<file path="config.mk">
export PLATFORM = sky130hd
export DESIGN_NAME = rns_sleep_ctrl
export DESIGN_NICKNAME = d
export VERILOG_FILES = /design/src/hdl/rns_pkg.sv /design/src/hdl/rns_sleep_ctrl.sv /design/src/hdl/rns_tick.sv /design/src/hdl/rns_timer.sv
export SDC_FILE = /design/constraint.sdc
export NUM_CORES = 1
export LEC_CHECK = 0
export BUFFER_PORTS_ARGS = -buffer_cell sky130_fd_sc_hd__buf_2
export CORE_ASPECT_RATIO = 1.4
export CORE_MARGIN = 5
export CORE_UTILIZATION = 53
export CTS_CLUSTER_DIAMETER = 150
export DETAILED_ROUTE_END_ITERATION = 10
export PLACE_DENSITY_LB_ADDON = 0.25
export RECOVER_POWER = 50
export SLEW_MARGIN = 20
export SYNTH_ARGS = -nofsm -noshare
export SYNTH_HDL_FRONTEND = slang
export SYNTH_HIERARCHICAL = 1
export SYNTH_SLANG_ARGS = --single-unit
</file>
<file path="constraint.sdc">
create_clock -name clk_i -period 2.84 [get_ports clk_i]
set_input_delay 0.284 -clock clk_i [delete_from_list [all_inputs] [get_ports clk_i]]
set_output_delay 0.284 -clock clk_i [all_outputs]
set_load 0.05 [all_outputs]
</file>
<file path="src/hdl/rns_pkg.sv">
/*
  Shared constants and types of the radio node sleep controller.
  Assumes a 250 MHz system clock and a 1 ms timebase for all durations.
*/
package rns_pkg;
  // Clock and timebase
  localparam int unsigned CLK_PERIOD_NS  = 4;
  localparam int unsigned TICK_PERIOD_NS = 1000000;
  localparam int unsigned TICK_CYCLES    = TICK_PERIOD_NS / CLK_PERIOD_NS;
  localparam int unsigned DUR_W          = 16;

  // Register byte offsets
  localparam logic [7:0] REG_CTRL   = 8'h00;
  localparam logic [7:0] REG_SP     = 8'h04;
  localparam logic [7:0] REG_ST     = 8'h08;
  localparam logic [7:0] REG_STATUS = 8'h0C;
  localparam logic [7:0] REG_NETDUR = 8'h10;

  // Control field positions
  localparam int unsigned CTRL_MODE_LSB = 0;
  localparam int unsigned CTRL_HS_BIT   = 4;
  localparam int unsigned CTRL_AWK_BIT  = 5;
  localparam int unsigned CTRL_POLL_BIT = 6;
  localparam int unsigned CTRL_NONC_BIT = 7;
  localparam int unsigned CTRL_PREF_BIT = 8;

  // Status field positions
  localparam int unsigned STAT_AWAKE_BIT  = 0;
  localparam int unsigned STAT_SYNC_BIT   = 1;
  localparam int unsigned STAT_COORD_BIT  = 2;
  localparam int unsigned STAT_NETAWK_BIT = 3;
  localparam int unsigned STAT_STATE_LSB  = 4;
  localparam int unsigned NETDUR_WAKE_LSB = 16;

  // Sleep mode codes
  localparam logic [3:0] MODE_AWAKE   = 4'h0;
  localparam logic [3:0] MODE_PIN     = 4'h1;
  localparam logic [3:0] MODE_CYC     = 4'h4;
  localparam logic [3:0] MODE_CYC_PIN = 4'h5;
  localparam logic [3:0] MODE_SUPPORT = 4'h7;
  localparam logic [3:0] MODE_SYNC    = 4'h8;

  // Reset values
  localparam logic [3:0]       MODE_RST = MODE_AWAKE;
  localparam logic [DUR_W-1:0] SP_RST   = 16'h00C8;
  localparam logic [DUR_W-1:0] ST_RST   = 16'h07D0;

  typedef enum logic [1:0] {
    RNS_AWAKE = 2'h0,
    RNS_DRAIN = 2'h1,
    RNS_SLEEP = 2'h2
  } rns_state_t;
endpackage

</file>
<file path="src/hdl/rns_sleep_ctrl.sv">
/*
  Sleep-state controller of a radio node, with a Wishbone classic slave.
  Assumes host pins and node events are synchronous to clk_i; data_rx_i,
  sync_rx_i and sync_req_rx_i are one-cycle event pulses.
*/
// Implementation choices: the Wishbone slave port and the address map.
// What this block does
// - Mode 0, the reset default, never sleeps and stays awake.
// - Mode 0 relays sync messages once synchronized but never originates one.
// - Mode 0 routes traffic at any time, ignoring network wake phase.
// - Mode 1 with request high finishes activity, then sleeps.
// - Mode 1 wakes when the host lowers the sleep request.
// - Asynchronous modes send one poll per wake when polling enabled.
// - Mode 4 sleeps a period, wakes briefly, sleeps again without data.
// - Timed cyclic sleep drives awake indicator high awake, low asleep.
// - With flow control on, CTS low when awake, high asleep.
// - Mode 5 cycles while request high, wakes and stays awake while low.
// - Mode 7 synchronizes, never sleeps, answers sync requests anytime once synchronized.
// - Mode 7 holds ordinary data until the network is awake.
// - Mode 8 follows network phases, accepts nothing while asleep.
// - Mode 8 uses own durations until synchronized, then network ones.
// - Mode 8 drives awake indicator only when its pin config is 1.
// - Mode 8 with handshake config 1 holds CTS deasserted asleep.
// - Unsynchronized mode 8 listens, sleeps own period, repeats until sync.
// - Modes 4 and 5 start time-until-sleep timer on data arrival.
// - Each further data arrival restarts the timer at full length.
// - Timer loads from wake time; expiry sends the node to sleep.
// - Coordinator sends one sync per wake start; receivers relay it.
// - A non-coordinator never acts as coordinator; it originates sync only to answer sync requests in mode 7.
module rns_sleep_ctrl #(
  parameter int unsigned TICK_CYCLES = rns_pkg::TICK_CYCLES
) (
  // Clock and reset
  input  wire logic                     clk_i,
  input  wire logic                     rst_i,
  // Wishbone classic slave
  input  wire logic [7:0]               wb_adr_i,
  input  wire logic [31:0]              wb_dat_i,
  input  wire logic [3:0]               wb_sel_i,
  input  wire logic                     wb_we_i,
  input  wire logic                     wb_cyc_i,
  input  wire logic                     wb_stb_i,
  output logic [31:0]                   wb_dat_o,
  output logic                          wb_ack_o,
  // Host pins
  input  wire logic                     sleep_request_in_i,
  output logic                          awake_indicator_o,
  output logic                          cts_n_o,
  // Node events
  input  wire logic                     busy_i,
  input  wire logic                     data_rx_i,
  input  wire logic                     sync_rx_i,
  input  wire logic [rns_pkg::DUR_W-1:0] sync_sleep_i,
  input  wire logic [rns_pkg::DUR_W-1:0] sync_wake_i,
  input  wire logic                     sync_req_rx_i,
  // Node actions
  output logic                          poll_o,
  output logic                          sync_tx_o,
  output logic                          sync_relay_o,
  output logic                          route_en_o,
  output logic                          data_tx_en_o,
  output logic                          rx_accept_o
);
  localparam int unsigned DW = rns_pkg::DUR_W;

  // Configuration
  logic [3:0]    mode_q, mode_d;
  logic          hs_cfg_q, hs_cfg_d;
  logic          awk_cfg_q, awk_cfg_d;
  logic          poll_en_q, poll_en_d;
  logic          non_coord_q, non_coord_d;
  logic          pref_coord_q, pref_coord_d;
  logic [DW-1:0] sleep_period_q, sleep_period_d;
  logic [DW-1:0] wake_time_q, wake_time_d;
  logic [31:0]   rdat_d;
  logic          ack_d;

  // Sleep state
  rns_pkg::rns_state_t state_q, state_d;
  logic          synced_q, synced_d;
  logic          net_awake_q, net_awake_d;
  logic          relayed_q, relayed_d;
  logic [DW-1:0] net_sleep_q, net_sleep_d;
  logic [DW-1:0] net_wake_q, net_wake_d;
  logic          ind_d, cts_n_d, poll_d, sync_tx_d, relay_d;
  logic          route_d, txen_d, rxacc_d, awake_d;

  // Helpers
  logic [31:0]   wmask, ctrl_word, ctrl_new, stat_word;
  logic          wr;
  logic          tick;
  logic          until_load, until_run, until_exp;
  logic          phase_load, phase_run, phase_exp;
  logic [DW-1:0] until_val, phase_val;
  logic          coord, pin_hold, sync_ok, wake_start;
  logic [DW-1:0] own_sleep, own_wake;

  rns_tick #(.DIV(TICK_CYCLES)) u_tick (
    .clk_i  (clk_i),
    .rst_i  (rst_i),
    .tick_o (tick)
  );

  // Time until sleep
  rns_timer #(.W(DW)) u_until (
    .clk_i      (clk_i),
    .rst_i      (rst_i),
    .tick_i     (tick),
    .load_i     (until_load),
    .load_val_i (until_val),
    .run_o      (until_run),
    .expire_o   (until_exp)
  );

  // Sleep period or network phase
  rns_timer #(.W(DW)) u_phase (
    .clk_i      (clk_i),
    .rst_i      (rst_i),
    .tick_i     (tick),
    .load_i     (phase_load),
    .load_val_i (phase_val),
    .run_o      (phase_run),
    .expire_o   (phase_exp)
  );

  for (genvar b = 0; b < 4; b++) begin : g_mask
    assign wmask[8*b +: 8] = {8{wb_sel_i[b]}};
  end

  // Register bus
  always_comb begin
    ctrl_word = '0;
    ctrl_word[rns_pkg::CTRL_MODE_LSB +: 4] = mode_q;
    ctrl_word[rns_pkg::CTRL_HS_BIT]   = hs_cfg_q;
    ctrl_word[rns_pkg::CTRL_AWK_BIT]  = awk_cfg_q;
    ctrl_word[rns_pkg::CTRL_POLL_BIT] = poll_en_q;
    ctrl_word[rns_pkg::CTRL_NONC_BIT] = non_coord_q;
    ctrl_word[rns_pkg::CTRL_PREF_BIT] = pref_coord_q;
    stat_word = '0;
    stat_word[rns_pkg::STAT_AWAKE_BIT]  = (state_q != rns_pkg::RNS_SLEEP);
    stat_word[rns_pkg::STAT_SYNC_BIT]   = synced_q;
    stat_word[rns_pkg::STAT_COORD_BIT]  = coord;
    stat_word[rns_pkg::STAT_NETAWK_BIT] = net_awake_q;
    stat_word[rns_pkg::STAT_STATE_LSB +: 2] = state_q;
    ctrl_new = (ctrl_word & ~wmask) | (wb_dat_i & wmask);
    // Write lands on the edge where the master sees ack
    wr = wb_cyc_i && wb_stb_i && wb_we_i && wb_ack_o;
    ack_d = wb_cyc_i && wb_stb_i && !wb_ack_o;
    mode_d = mode_q;
    hs_cfg_d = hs_cfg_q;
    awk_cfg_d = awk_cfg_q;
    poll_en_d = poll_en_q;
    non_coord_d = non_coord_q;
    pref_coord_d = pref_coord_q;
    sleep_period_d = sleep_period_q;
    wake_time_d = wake_time_q;
    rdat_d = wb_dat_o;
    if (wr) begin
      unique case (wb_adr_i)
        rns_pkg::REG_CTRL: begin
          mode_d = ctrl_new[rns_pkg::CTRL_MODE_LSB +: 4];
          hs_cfg_d = ctrl_new[rns_pkg::CTRL_HS_BIT];
          awk_cfg_d = ctrl_new[rns_pkg::CTRL_AWK_BIT];
          poll_en_d = ctrl_new[rns_pkg::CTRL_POLL_BIT];
          non_coord_d = ctrl_new[rns_pkg::CTRL_NONC_BIT];
          pref_coord_d = ctrl_new[rns_pkg::CTRL_PREF_BIT];
        end
        rns_pkg::REG_SP: sleep_period_d = DW'(({16'h0, sleep_period_q} & ~wmask)
                                               | (wb_dat_i & wmask));
        rns_pkg::REG_ST: wake_time_d = DW'(({16'h0, wake_time_q} & ~wmask)
                                            | (wb_dat_i & wmask));
        default: ;
      endcase
    end
    if (ack_d) begin
      unique case (wb_adr_i)
        rns_pkg::REG_CTRL:   rdat_d = ctrl_word;
        rns_pkg::REG_SP:     rdat_d = {16'h0, sleep_period_q};
        rns_pkg::REG_ST:     rdat_d = {16'h0, wake_time_q};
        rns_pkg::REG_STATUS: rdat_d = stat_word;
        rns_pkg::REG_NETDUR: rdat_d = {net_wake_q, net_sleep_q};
        default:             rdat_d = 32'h0000_0000;
      endcase
    end
  end

  always_ff @(posedge clk_i) begin
    if (rst_i) begin
      mode_q         <= rns_pkg::MODE_RST;
      hs_cfg_q       <= 1'b0;
      awk_cfg_q      <= 1'b0;
      poll_en_q      <= 1'b0;
      non_coord_q    <= 1'b0;
      pref_coord_q   <= 1'b0;
      sleep_period_q <= rns_pkg::SP_RST;
      wake_time_q    <= rns_pkg::ST_RST;
      wb_dat_o       <= 32'h0000_0000;
      wb_ack_o       <= 1'b0;
    end else begin
      mode_q         <= mode_d;
      hs_cfg_q       <= hs_cfg_d;
      awk_cfg_q      <= awk_cfg_d;
      poll_en_q      <= poll_en_d;
      non_coord_q    <= non_coord_d;
      pref_coord_q   <= pref_coord_d;
      sleep_period_q <= sleep_period_d;
      wake_time_q    <= wake_time_d;
      wb_dat_o       <= rdat_d;
      wb_ack_o       <= ack_d;
    end
  end

  // Sleep control
  always_comb begin
    coord = pref_coord_q && !non_coord_q
            && (mode_q == rns_pkg::MODE_SUPPORT || mode_q == rns_pkg::MODE_SYNC);
    pin_hold = (mode_q == rns_pkg::MODE_CYC_PIN) && !sleep_request_in_i;
    // Asleep radio hears nothing, so a sync then is dropped
    sync_ok = sync_rx_i && !coord
              && !(mode_q == rns_pkg::MODE_SYNC && state_q == rns_pkg::RNS_SLEEP);
    own_sleep = synced_q ? net_sleep_q : sleep_period_q;
    own_wake = synced_q ? net_wake_q : wake_time_q;
    state_d = state_q;
    synced_d = synced_q;
    net_awake_d = net_awake_q;
    relayed_d = relayed_q;
    net_sleep_d = net_sleep_q;
    net_wake_d = net_wake_q;
    poll_d = 1'b0;
    sync_tx_d = 1'b0;
    relay_d = 1'b0;
    until_load = 1'b0;
    until_val = wake_time_q;
    phase_load = 1'b0;
    phase_val = own_wake;
    wake_start = 1'b0;
    unique case (mode_q)
      rns_pkg::MODE_PIN: begin
        unique case (state_q)
          rns_pkg::RNS_AWAKE: if (sleep_request_in_i) state_d = rns_pkg::RNS_DRAIN;
          rns_pkg::RNS_DRAIN: begin
            if (!sleep_request_in_i) state_d = rns_pkg::RNS_AWAKE;
            else if (!busy_i) state_d = rns_pkg::RNS_SLEEP;
          end
          rns_pkg::RNS_SLEEP: if (!sleep_request_in_i) begin
            state_d = rns_pkg::RNS_AWAKE;
            poll_d = poll_en_q;
          end
          default: state_d = rns_pkg::RNS_AWAKE;
        endcase
      end
      rns_pkg::MODE_CYC, rns_pkg::MODE_CYC_PIN: begin
        unique case (state_q)
          rns_pkg::RNS_AWAKE: begin
            if (pin_hold) state_d = rns_pkg::RNS_AWAKE;
            else if (data_rx_i) until_load = 1'b1;
            else if (until_exp || !until_run) state_d = rns_pkg::RNS_DRAIN;
          end
          rns_pkg::RNS_DRAIN: begin
            if (pin_hold) state_d = rns_pkg::RNS_AWAKE;
            else if (!busy_i) begin
              state_d = rns_pkg::RNS_SLEEP;
              phase_load = 1'b1;
              phase_val = sleep_period_q;
            end
          end
          rns_pkg::RNS_SLEEP: if (pin_hold || phase_exp) begin
            state_d = rns_pkg::RNS_AWAKE;
            poll_d = poll_en_q;
            // Brief listen of one tick before sleeping again
            until_load = !pin_hold;
            until_val = DW'(1);
          end
          default: state_d = rns_pkg::RNS_AWAKE;
        endcase
      end
      rns_pkg::MODE_AWAKE, rns_pkg::MODE_SUPPORT, rns_pkg::MODE_SYNC: begin
        if (sync_ok) begin
          synced_d = 1'b1;
          net_sleep_d = sync_sleep_i;
          net_wake_d = sync_wake_i;
          net_awake_d = 1'b1;
          phase_load = 1'b1;
          phase_val = sync_wake_i;
          relay_d = !relayed_q;
          relayed_d = 1'b1;
        end else if (phase_exp || !phase_run) begin
          net_awake_d = phase_exp ? !net_awake_q : 1'b1;
          phase_load = 1'b1;
          phase_val = net_awake_d ? own_wake : own_sleep;
          wake_start = net_awake_d;
        end
        if (wake_start) relayed_d = 1'b0;
        if (wake_start && coord) begin
          sync_tx_d = 1'b1;
          synced_d = 1'b1;
          net_sleep_d = own_sleep;
          net_wake_d = own_wake;
        end
        if (mode_q == rns_pkg::MODE_SUPPORT && sync_req_rx_i && synced_q)
          sync_tx_d = 1'b1;
        state_d = (mode_q == rns_pkg::MODE_SYNC && !net_awake_d)
                  ? rns_pkg::RNS_SLEEP : rns_pkg::RNS_AWAKE;
      end
      default: state_d = rns_pkg::RNS_AWAKE;
    endcase
    awake_d = (state_d != rns_pkg::RNS_SLEEP);
    ind_d = awake_d && (mode_q != rns_pkg::MODE_SYNC || awk_cfg_q);
    cts_n_d = hs_cfg_q && !awake_d;
    route_d = (mode_q == rns_pkg::MODE_AWAKE)
              || (awake_d && (mode_q == rns_pkg::MODE_SUPPORT
                              || mode_q == rns_pkg::MODE_SYNC));
    txen_d = awake_d && (mode_q != rns_pkg::MODE_SUPPORT
                         || (synced_d && net_awake_d));
    rxacc_d = awake_d;
  end

  always_ff @(posedge clk_i) begin
    if (rst_i) begin
      state_q           <= rns_pkg::RNS_AWAKE;
      synced_q          <= 1'b0;
      net_awake_q       <= 1'b0;
      relayed_q         <= 1'b0;
      net_sleep_q       <= rns_pkg::SP_RST;
      net_wake_q        <= rns_pkg::ST_RST;
      awake_indicator_o <= 1'b1;
      cts_n_o           <= 1'b0;
      poll_o            <= 1'b0;
      sync_tx_o         <= 1'b0;
      sync_relay_o      <= 1'b0;
      route_en_o        <= 1'b1;
      data_tx_en_o      <= 1'b1;
      rx_accept_o       <= 1'b1;
    end else begin
      state_q           <= state_d;
      synced_q          <= synced_d;
      net_awake_q       <= net_awake_d;
      relayed_q         <= relayed_d;
      net_sleep_q       <= net_sleep_d;
      net_wake_q        <= net_wake_d;
      awake_indicator_o <= ind_d;
      cts_n_o           <= cts_n_d;
      poll_o            <= poll_d;
      sync_tx_o         <= sync_tx_d;
      sync_relay_o      <= relay_d;
      route_en_o        <= route_d;
      data_tx_en_o      <= txen_d;
      rx_accept_o       <= rxacc_d;
    end
  end

  property p_mode0_awake;
    @(posedge clk_i) disable iff (rst_i)
      mode_q == rns_pkg::MODE_AWAKE |=> state_q == rns_pkg::RNS_AWAKE && route_en_o;
  endproperty
  a_mode0_awake: assert property (p_mode0_awake) else $error("mode 0 left awake");

  property p_mode0_no_sync;
    @(posedge clk_i) disable iff (rst_i) mode_q == rns_pkg::MODE_AWAKE |=> !sync_tx_o;
  endproperty
  a_mode0_no_sync: assert property (p_mode0_no_sync) else $error("mode 0 sent sync");

  property p_pin_drain;
    @(posedge clk_i) disable iff (rst_i)
      (mode_q == rns_pkg::MODE_PIN && state_q == rns_pkg::RNS_DRAIN && busy_i)
      |=> state_q != rns_pkg::RNS_SLEEP;
  endproperty
  a_pin_drain: assert property (p_pin_drain) else $error("slept during activity");

  property p_pin_wake;
    @(posedge clk_i) disable iff (rst_i)
      (mode_q == rns_pkg::MODE_PIN && state_q == rns_pkg::RNS_SLEEP && !sleep_request_in_i)
      |=> state_q == rns_pkg::RNS_AWAKE && poll_o == $past(poll_en_q);
  endproperty
  a_pin_wake: assert property (p_pin_wake) else $error("pin wake or poll missing");

  property p_cyc_ind;
    @(posedge clk_i) disable iff (rst_i)
      (mode_q == rns_pkg::MODE_CYC && $stable(mode_q))
      |-> awake_indicator_o == (state_q != rns_pkg::RNS_SLEEP);
  endproperty
  a_cyc_ind: assert property (p_cyc_ind) else $error("awake indicator wrong");

  property p_cts;
    @(posedge clk_i) disable iff (rst_i)
      (hs_cfg_q && $stable(hs_cfg_q)) |-> cts_n_o == (state_q == rns_pkg::RNS_SLEEP);
  endproperty
  a_cts: assert property (p_cts) else $error("CTS does not follow sleep");

  property p_pin_hold;
    @(posedge clk_i) disable iff (rst_i)
      (mode_q == rns_pkg::MODE_CYC_PIN && !sleep_request_in_i)
      |=> state_q == rns_pkg::RNS_AWAKE;
  endproperty
  a_pin_hold: assert property (p_pin_hold) else $error("mode 5 slept with pin low");

  property p_sync_deaf;
    @(posedge clk_i) disable iff (rst_i)
      (mode_q == rns_pkg::MODE_SYNC && $stable(mode_q) && state_q == rns_pkg::RNS_SLEEP)
      |-> !rx_accept_o;
  endproperty
  a_sync_deaf: assert property (p_sync_deaf) else $error("accepting data asleep");

  property p_until_data;
    @(posedge clk_i) disable iff (rst_i)
      (mode_q == rns_pkg::MODE_CYC && state_q == rns_pkg::RNS_AWAKE && data_rx_i)
      |=> until_run ##1 state_q == rns_pkg::RNS_AWAKE;
  endproperty
  a_until_data: assert property (p_until_data) else $error("data did not hold wake");

  c_cyc_wake: cover property (@(posedge clk_i) disable iff (rst_i)
    mode_q == rns_pkg::MODE_CYC && state_q == rns_pkg::RNS_SLEEP ##1
    state_q == rns_pkg::RNS_AWAKE);
  c_sync_lock: cover property (@(posedge clk_i) disable iff (rst_i)
    mode_q == rns_pkg::MODE_SYNC && !synced_q ##1 synced_q);
  c_poll: cover property (@(posedge clk_i) disable iff (rst_i) poll_o);
endmodule // rns_sleep_ctrl

</file>
<file path="src/hdl/rns_tick.sv">
/*
  Timebase divider: one-cycle enable every DIV clocks.
  Assumes a single free running clock with synchronous reset.
*/
module rns_tick #(
  parameter int unsigned DIV = rns_pkg::TICK_CYCLES
) (
  // Clock and reset
  input  wire logic clk_i,
  input  wire logic rst_i,
  // Timebase
  output logic      tick_o
);
  localparam int unsigned CW = $clog2(DIV + 1);

  logic [CW-1:0] cnt_q;
  logic [CW-1:0] cnt_d;
  logic          tick_d;

  always_comb begin
    tick_d = (cnt_q == CW'(DIV - 1));
    cnt_d  = tick_d ? '0 : cnt_q + CW'(1);
  end

  always_ff @(posedge clk_i) begin
    if (rst_i) begin
      cnt_q  <= '0;
      tick_o <= 1'b0;
    end else begin
      cnt_q  <= cnt_d;
      tick_o <= tick_d;
    end
  end
endmodule // rns_tick

</file>
<file path="src/hdl/rns_timer.sv">
/*
  Reloadable down-counter stepped by a timebase tick.
  Assumes tick_i is a one-cycle enable in the same clock domain.
*/
module rns_timer #(
  parameter int unsigned W = rns_pkg::DUR_W
) (
  // Clock and reset
  input  wire logic         clk_i,
  input  wire logic         rst_i,
  // Control
  input  wire logic         tick_i,
  input  wire logic         load_i,
  input  wire logic [W-1:0] load_val_i,
  // Status
  output logic              run_o,
  output logic              expire_o
);
  logic [W-1:0] cnt_q;
  logic [W-1:0] cnt_d;
  logic         run_d;
  logic         exp_d;

  always_comb begin
    cnt_d = cnt_q;
    run_d = run_o;
    exp_d = 1'b0;
    if (load_i) begin
      // Zero would wrap to a full count before expiring, so it counts as one tick
      cnt_d = (load_val_i == '0) ? W'(1) : load_val_i;
      run_d = 1'b1;
    end else if (run_o && tick_i) begin
      if (cnt_q == W'(1)) begin
        cnt_d = '0;
        run_d = 1'b0;
        exp_d = 1'b1;
      end else begin
        cnt_d = cnt_q - W'(1);
      end
    end
  end

  always_ff @(posedge clk_i) begin
    if (rst_i) begin
      cnt_q    <= '0;
      run_o    <= 1'b0;
      expire_o <= 1'b0;
    end else begin
      cnt_q    <= cnt_d;
      run_o    <= run_d;
      expire_o <= exp_d;
    end
  end

  property p_expire_pulse;
    @(posedge clk_i) disable iff (rst_i) expire_o |=> !expire_o;
  endproperty
  a_expire_pulse: assert property (p_expire_pulse) else $error("expiry longer than a cycle");

  property p_reload;
    @(posedge clk_i) disable iff (rst_i)
      (load_i && load_val_i > W'(1)) |=> (run_o && !expire_o && cnt_q == $past(load_val_i));
  endproperty
  a_reload: assert property (p_reload) else $error("reload did not restart timer");
endmodule // rns_timer

</file>
==> results.cfg, run 1 <==
[synth]
synth_ff_type = dfxtp_1
synthCells = 1161
yosys_warnings = 6
synth_top_area_share_pct = 35.7
syn_area_per_cell_um2 = 8.41
yosysMostFrequentCell = dfxtp_1
synth_commonest_cells = dfxtp_1 (174), nor2_1 (145), mux2i_1 (90)
synthArstFlopShare_pct = 0
synth_top_area_cell = dfxtp_1
synth.net_count = 1252
synth-seq-cells = 174
synth_area_leaders = dfxtp_1 (36%), mux2i_1 (9.2%), nor2_1 (5.6%)
ys_seq_area_share_pct = 35.7
synth_cell_types = 75
netlist_area_um2 = 9770
synth_edf_count = 0

[sta]
slew_headroom_pct = 22.3
tns_ns = 0
fmax_ghz = 0.357
finalClockSkew_ns = 0.00614
rsz0062_at_grt = yes
hold_violations = 0
period_minus_slack_ns = 2.80
tightest_slew_ns = 1.17
slew_violations = 0
setup_viol = 0
min_period_over_period_pct = 98.5

[placed_design]
hpwl_um = 21600
gp_congestion = 0.899
place_inst = 1495
place_area_um2 = 10900
port_buffers = 108

[cts]
clkLatencyLatePin_ns = 0.43
cts_root_buf = clkbuf_16
clk_pin_slew_worst_paths_ns = 0.07
cts_buffer_depth = 2
cts_buffers = 17
cts-htree-levels = 4
cts_tree = yes
postCtsHoldBufs = 0
cts_sinks = 174

[final_layout]
num_antenna_cells = 0
drive_gt1_share_pct = 20.0
fin_nets = 1377
postLayoutCellArea_um2 = 11700
fill_cells = 1542
area_growth_pct = 20.2
stdcell_count = 1539

[pwr]
power_leakage_nw = 4.41
clkPwrFrac_pct = 42.4
cellPowerDensity_nw_per_um2 = 466
share_comb_of_total_power_pct = 10.8
swShare_pct = 26.5
intPower_mw = 4.02
ir_drop_mv = 0.294
p_switching_mw = 1.45
power_frac_seq_pct = 46.8

[worst_setup_path]
path_common_cell = buf_4
required_ns = 3.16
slowest_stage = or4b_4
crit_path_max_incr_delay_ns = 0.56
rrSetupSlack_ns = 0.04
cp_top_family = simple AND/OR/NAND/NOR gates
startpoint_type = flip-flop
path_class = reg2reg
cp-end-kind = flip-flop
path_buf_inv = 2
path_cells = or4b_4, a21oi_4, nor2_4, buf_4, mux2i_1, o21ai_1, nor4_2, a41oi_2, buf_4, a32oi_2, o22ai_1
arrival_ns = 3.11
path_max_fanout = 7

[grt]
grtUsageTotal_pct = 27.2
use_met1_pct = 32.7
grt_pass1_vias = 9139
met3_usage_pct = 4.81
grt_pass1_wl_um = 47500
grt-ovfl-total = 0
grt.busiest_layer = met2
gr-usage-met2_pct = 48.3
grt_max_degree = 91
antenna_found_initial = 0

[floorplanning]
io_pins = 127
core_um2 = 18100
die-area_um2 = 21300
initial_core_util_pct = 54.1
row_count = 58
die_h_um = 171
die_x_um = 125

[detailed_routing]
drt-total-wl_um = 30600
drt_pass1_iterations = 7
wl_per_cell_um = 19.9
vias_per_cell = 6.30
vias = 9702
ant_nets = 0
first_iter_violations = 1127
drc = 0

[hold_path]
hp-class = in2reg

[outcome]
status = complete, no violations

[job]
drv_cap = 0
==> area by class of cell <==
type | instances | area, um^2 | area share (%)
timing repair buffer | 193 | 1290 | 11.0
clock buffer | 20 | 467 | 3.98
sequential | 174 | 3490 | 29.7
clock inverter | 12 | 110 | 0.938
multi-input combinational | 870 | 5970 | 50.8
inverter | 30 | 113 | 0.959
tap | 240 | 300 | 2.56
==> metal layers <==
metal / part of all wire [%] / wire length (um)
met1: 39 / 12100
met2: 50 / 15300
met3: 6.4 / 1940
met4: 4.2 / 1270
met5: 0 / 0
==> path summary, 6_finish.rpt <==
check,start,to,cells past startpoint
worst min-delay path,sync_req_rx_i,sync_tx_o,3
worst max register to register,flip-flop,u_phase/cnt_q[10],11
worst max-delay path,flip-flop,u_phase/cnt_q[10],11
worst min register to register,relayed_q,sync_relay_o,1
==> stage by stage <==
step           total power [mW]  hold slack (ns)  util [%]  setup slack, ns
2_1_floorplan              2.96            0.356         -         0.000831
3_3_place_gp               3.16            0.408      60.4          -0.0503
3_5_place_dp               3.17            0.407      60.4          -0.0926
4_1_cts                    5.46           0.0976      63.8          0.00698
5_1_grt                    5.64            0.125      65.0          -0.0582
6_report                   5.47            0.105      65.0           0.0422
==> cell families (layout without fill, tap and decap cells) <==
group / count (synthesis) / after routing / share of synthesized area (%)
AND/OR/NAND/NOR: 416 / 416 / 23.0
AO/OA/AOI/OAI: 322 / 322 / 22.7
flip-flops: 174 / 174 / 35.7
buffers and inverters: 117 / 255 / 4.94
multiplexers: 108 / 108 / 11.3
XOR/XNOR: 19 / 19 / 1.70
adder cells (fa/ha/maj): 5 / 5 / 0.640
==> layout by cell type (no fill, tap or decap), drive strengths merged, types with 9 or more instances in the layout <==
cell,n
a211o,20
a21oi,73
a22oi,53
a31oi,14
and2,22
buf,144
clkbuf,69
dfxtp,174
inv,33
mux2,18
mux2i,90
nand2,52
nand2b,9
nand3,18
nand3b,10
nand4,17
nor2,146
nor2b,26
nor3,35
nor4,32
o2111ai,10
o21ai,64
o22ai,16
o31ai,14
or3,9
xnor2,16
==> repair_timing <==
action                                  CTS  global route
gates cloned                              0             2
gates resized for setup                   7            38
endpoints found under the setup margin    8            13
setup buffers                             0            10
pin swaps                                 3            14
==> power groups by stage <==
stage | Combinational, mW | Clock [mW] | Sequential [mW]
final | 0.590 | 2.32 | 2.56
after global routing | 0.629 | 2.45 | 2.57
after CTS | 0.563 | 2.34 | 2.56
after detailed placement | 0.558 | 0 | 2.62
after global placement | 0.551 | 0 | 2.61
after floorplan | 0.359 | 0 | 2.60
==> tightest hold or removal path: cells and delay by family <==
family | cells | cell delay, ns
AND/OR/NAND/NOR | 1 | 0.07
buffers and inverters | 1 | 0.08
AO/OA/AOI/OAI | 1 | 0.07
Note: power is estimated with default switching activity, not from simulation.
==> run 2: changes to the inputs <==
--- a/config.mk
+++ b/config.mk
@@ -8,7 +8,7 @@
 export BUFFER_PORTS_ARGS = -buffer_cell sky130_fd_sc_hd__buf_2
 export CORE_ASPECT_RATIO = 1.4
 export CORE_MARGIN = 5
-export CORE_UTILIZATION = 53
+export CORE_UTILIZATION = 59
 export CTS_CLUSTER_DIAMETER = 150
 export DETAILED_ROUTE_END_ITERATION = 10
 export PLACE_DENSITY_LB_ADDON = 0.25
==> constraint.sdc (replaced) <==
create_clock -name clk_i -period 2.8 [get_ports clk_i]
set_input_delay 0.28 -clock clk_i [delete_from_list [all_inputs] [get_ports clk_i]]
set_output_delay 0.28 -clock clk_i [all_outputs]
set_load 0.05 [all_outputs]
==> run 2 against run 1 <==
Against the previous run:
- the flow now finishes with violations (max-capacitance violations, max-slew violations, negative setup slack)
- sequential share of layout area fell by 0.32 points
- sequential power grew 2%
- design area is 1.0% higher
- hold slack got worse by 0.0040 ns
- clock-buffer cell count is 1 higher
- register-to-register slack got worse by 0.09 ns
- power rose by 2.0%
- critical path depth rose by 1
- non-clock buffer count grew 18
- first-iteration DRC count rose by 25%
- critical path type unchanged
==> results.cfg, run 2 (synthesis gave the netlist of run 1 again) <==
[grt]
antenna_found_initial = 0
grt_max_degree = 63
grt-ovfl-total = 0
grtUsageTotal_pct = 30.3
grt_pass1_vias = 9165
grt_pass1_wl_um = 47400

[outcome]
status = finished, violations left
violations = max-capacitance violations, max-slew violations, negative setup slack

[worst_setup_path]
arrival_ns = 3.16
cp-end-kind = flip-flop
cp_top_family = simple AND/OR/NAND/NOR gates
crit_path_max_incr_delay_ns = 0.57
required_ns = 3.11
rrSetupSlack_ns = -0.05
path_class = reg2reg
path_buf_inv = 3
path_cells = or4b_4, a21oi_4, buf_12, nor2_4, mux2i_1, o21ai_2, nor4_2, buf_4, a41oi_2, buf_4, a22oi_1, o22ai_1
path_max_fanout = 8
startpoint_type = flip-flop
path_common_cell = buf_4
slowest_stage = or4b_4

[pwr]
ir_drop_mv = 0.325
power_mw = 5.58
power_leakage_nw = 4.52
cellPowerDensity_nw_per_um2 = 471

[placed_design]
hpwl_um = 21200
port_buffers = 108
dp_slack_ns = -0.0448
gp_congestion = 0.968
place_inst = 1472

[floorplanning]
die-area_um2 = 19300
initial_core_util_pct = 60.1
die_x_um = 119
io_pins = 127
row_count = 55
core_um2 = 16200
die_h_um = 162

[final_layout]
drive_gt1_share_pct = 21.8
stdcell_count = 1517
most-common-layout-cells = dfxtp_1 (170), nor2_1 (143), mux2i_1 (89)
fill_cells = 1208
num_antenna_cells = 0
final_common_cell = dfxtp_1
fin_nets = 1396
area_growth_pct = 21.4

[sta]
tightest_slew_ns = 1.60
min_period_over_period_pct = 102
tns_ns = -0.0795
final.setup.worst_slack_ns = -0.0478
slew_headroom_pct = -6.76
rsz0062_at_grt = yes
finalClockSkew_ns = 0.0126
fin_hold_ws_ns = 0.101
setup_viol = 2
fmax_ghz = 0.351
period_minus_slack_ns = 2.85
slew_violations = 31
hold_violations = 0

[hold_path]
hp-class = in2reg

[detailed_routing]
vias = 9892
drc = 0
vias_per_cell = 6.52
drt-total-wl_um = 30600
ant_nets = 0
drt_pass1_iterations = 8
wl_per_cell_um = 20.2
first_iter_violations = 1408

[cts]
clk_pin_slew_worst_paths_ns = 0.07
clkLatencyLatePin_ns = 0.44
cts-htree-levels = 4
cts_buffers = 17
cts_sinks = 174
cts_root_buf = clkbuf_16
cts_tree = yes
cts_buffer_depth = 2

[job]
drv_cap = 1
run 2: where the power goes:
group	internal (mW)	switching, mW
combinational	0.268	0.364
clock	1.31	1.05
sequential	2.53	0.0698
total	4.10	1.48
run 2: per-layer routing:
metal	wire, um	track usage (%)
met1	11600	37.0
met4	1660	16.9
met2	14700	50.6
met5	0	0
met3	2630	5.29
run 2: worst paths after layout:
path	from	endpoint	cells past startpoint
max	flip-flop	u_phase/cnt_q[8]	12
min	sync_req_rx_i	sync_tx_o	3
max reg2reg	flip-flop	u_phase/cnt_q[8]	12
min reg2reg	relayed_q	sync_relay_o	1
run 2: per-stage QoR:
| stage | area (um^2) | util [%] |
|---|---|---|
| 2_1_floorplan | 9800 | - |
| 3_3_place_gp | 11000 | 67.9 |
| 3_5_place_dp | 11000 | 67.9 |
| 4_1_cts | 11700 | 71.9 |
| 5_1_grt | 11900 | 73.0 |
| 6_report | 11900 | 73.0 |
run 2: worst reg2reg max path, stage by stage (launching register included):
cell	delay [ns]
dfxtp_2	0.34
or4b_4	0.57
a21oi_4	0.24
buf_12	0.14
nor2_4	0.08
mux2i_1	0.22
o21ai_2	0.12
nor4_2	0.28
buf_4	0.17
a41oi_2	0.13
buf_4	0.19
a22oi_1	0.16
o22ai_1	0.10
run 2: timing repair:
action                                  CTS  global route
setup buffers                             4             7
endpoints found under the setup margin    5            14
hold endpoints to repair                  0             0
pin swaps                                 6            14
resized for setup                         9            42
hold buffers                              0             0
gates cloned                              1             1
run 2: cell type report:
| cell class | instances | area, um^2 | share of cell area, % |
|---|---|---|---|
| multi-input combinational | 871 | 6000 | 50.6 |
| sequential | 174 | 3490 | 29.4 |
| timing repair buffer | 211 | 1430 | 12.0 |
| clock buffer | 21 | 470 | 3.97 |
| tap | 199 | 249 | 2.10 |
| inverter | 30 | 113 | 0.950 |
| clock inverter | 11 | 109 | 0.918 |
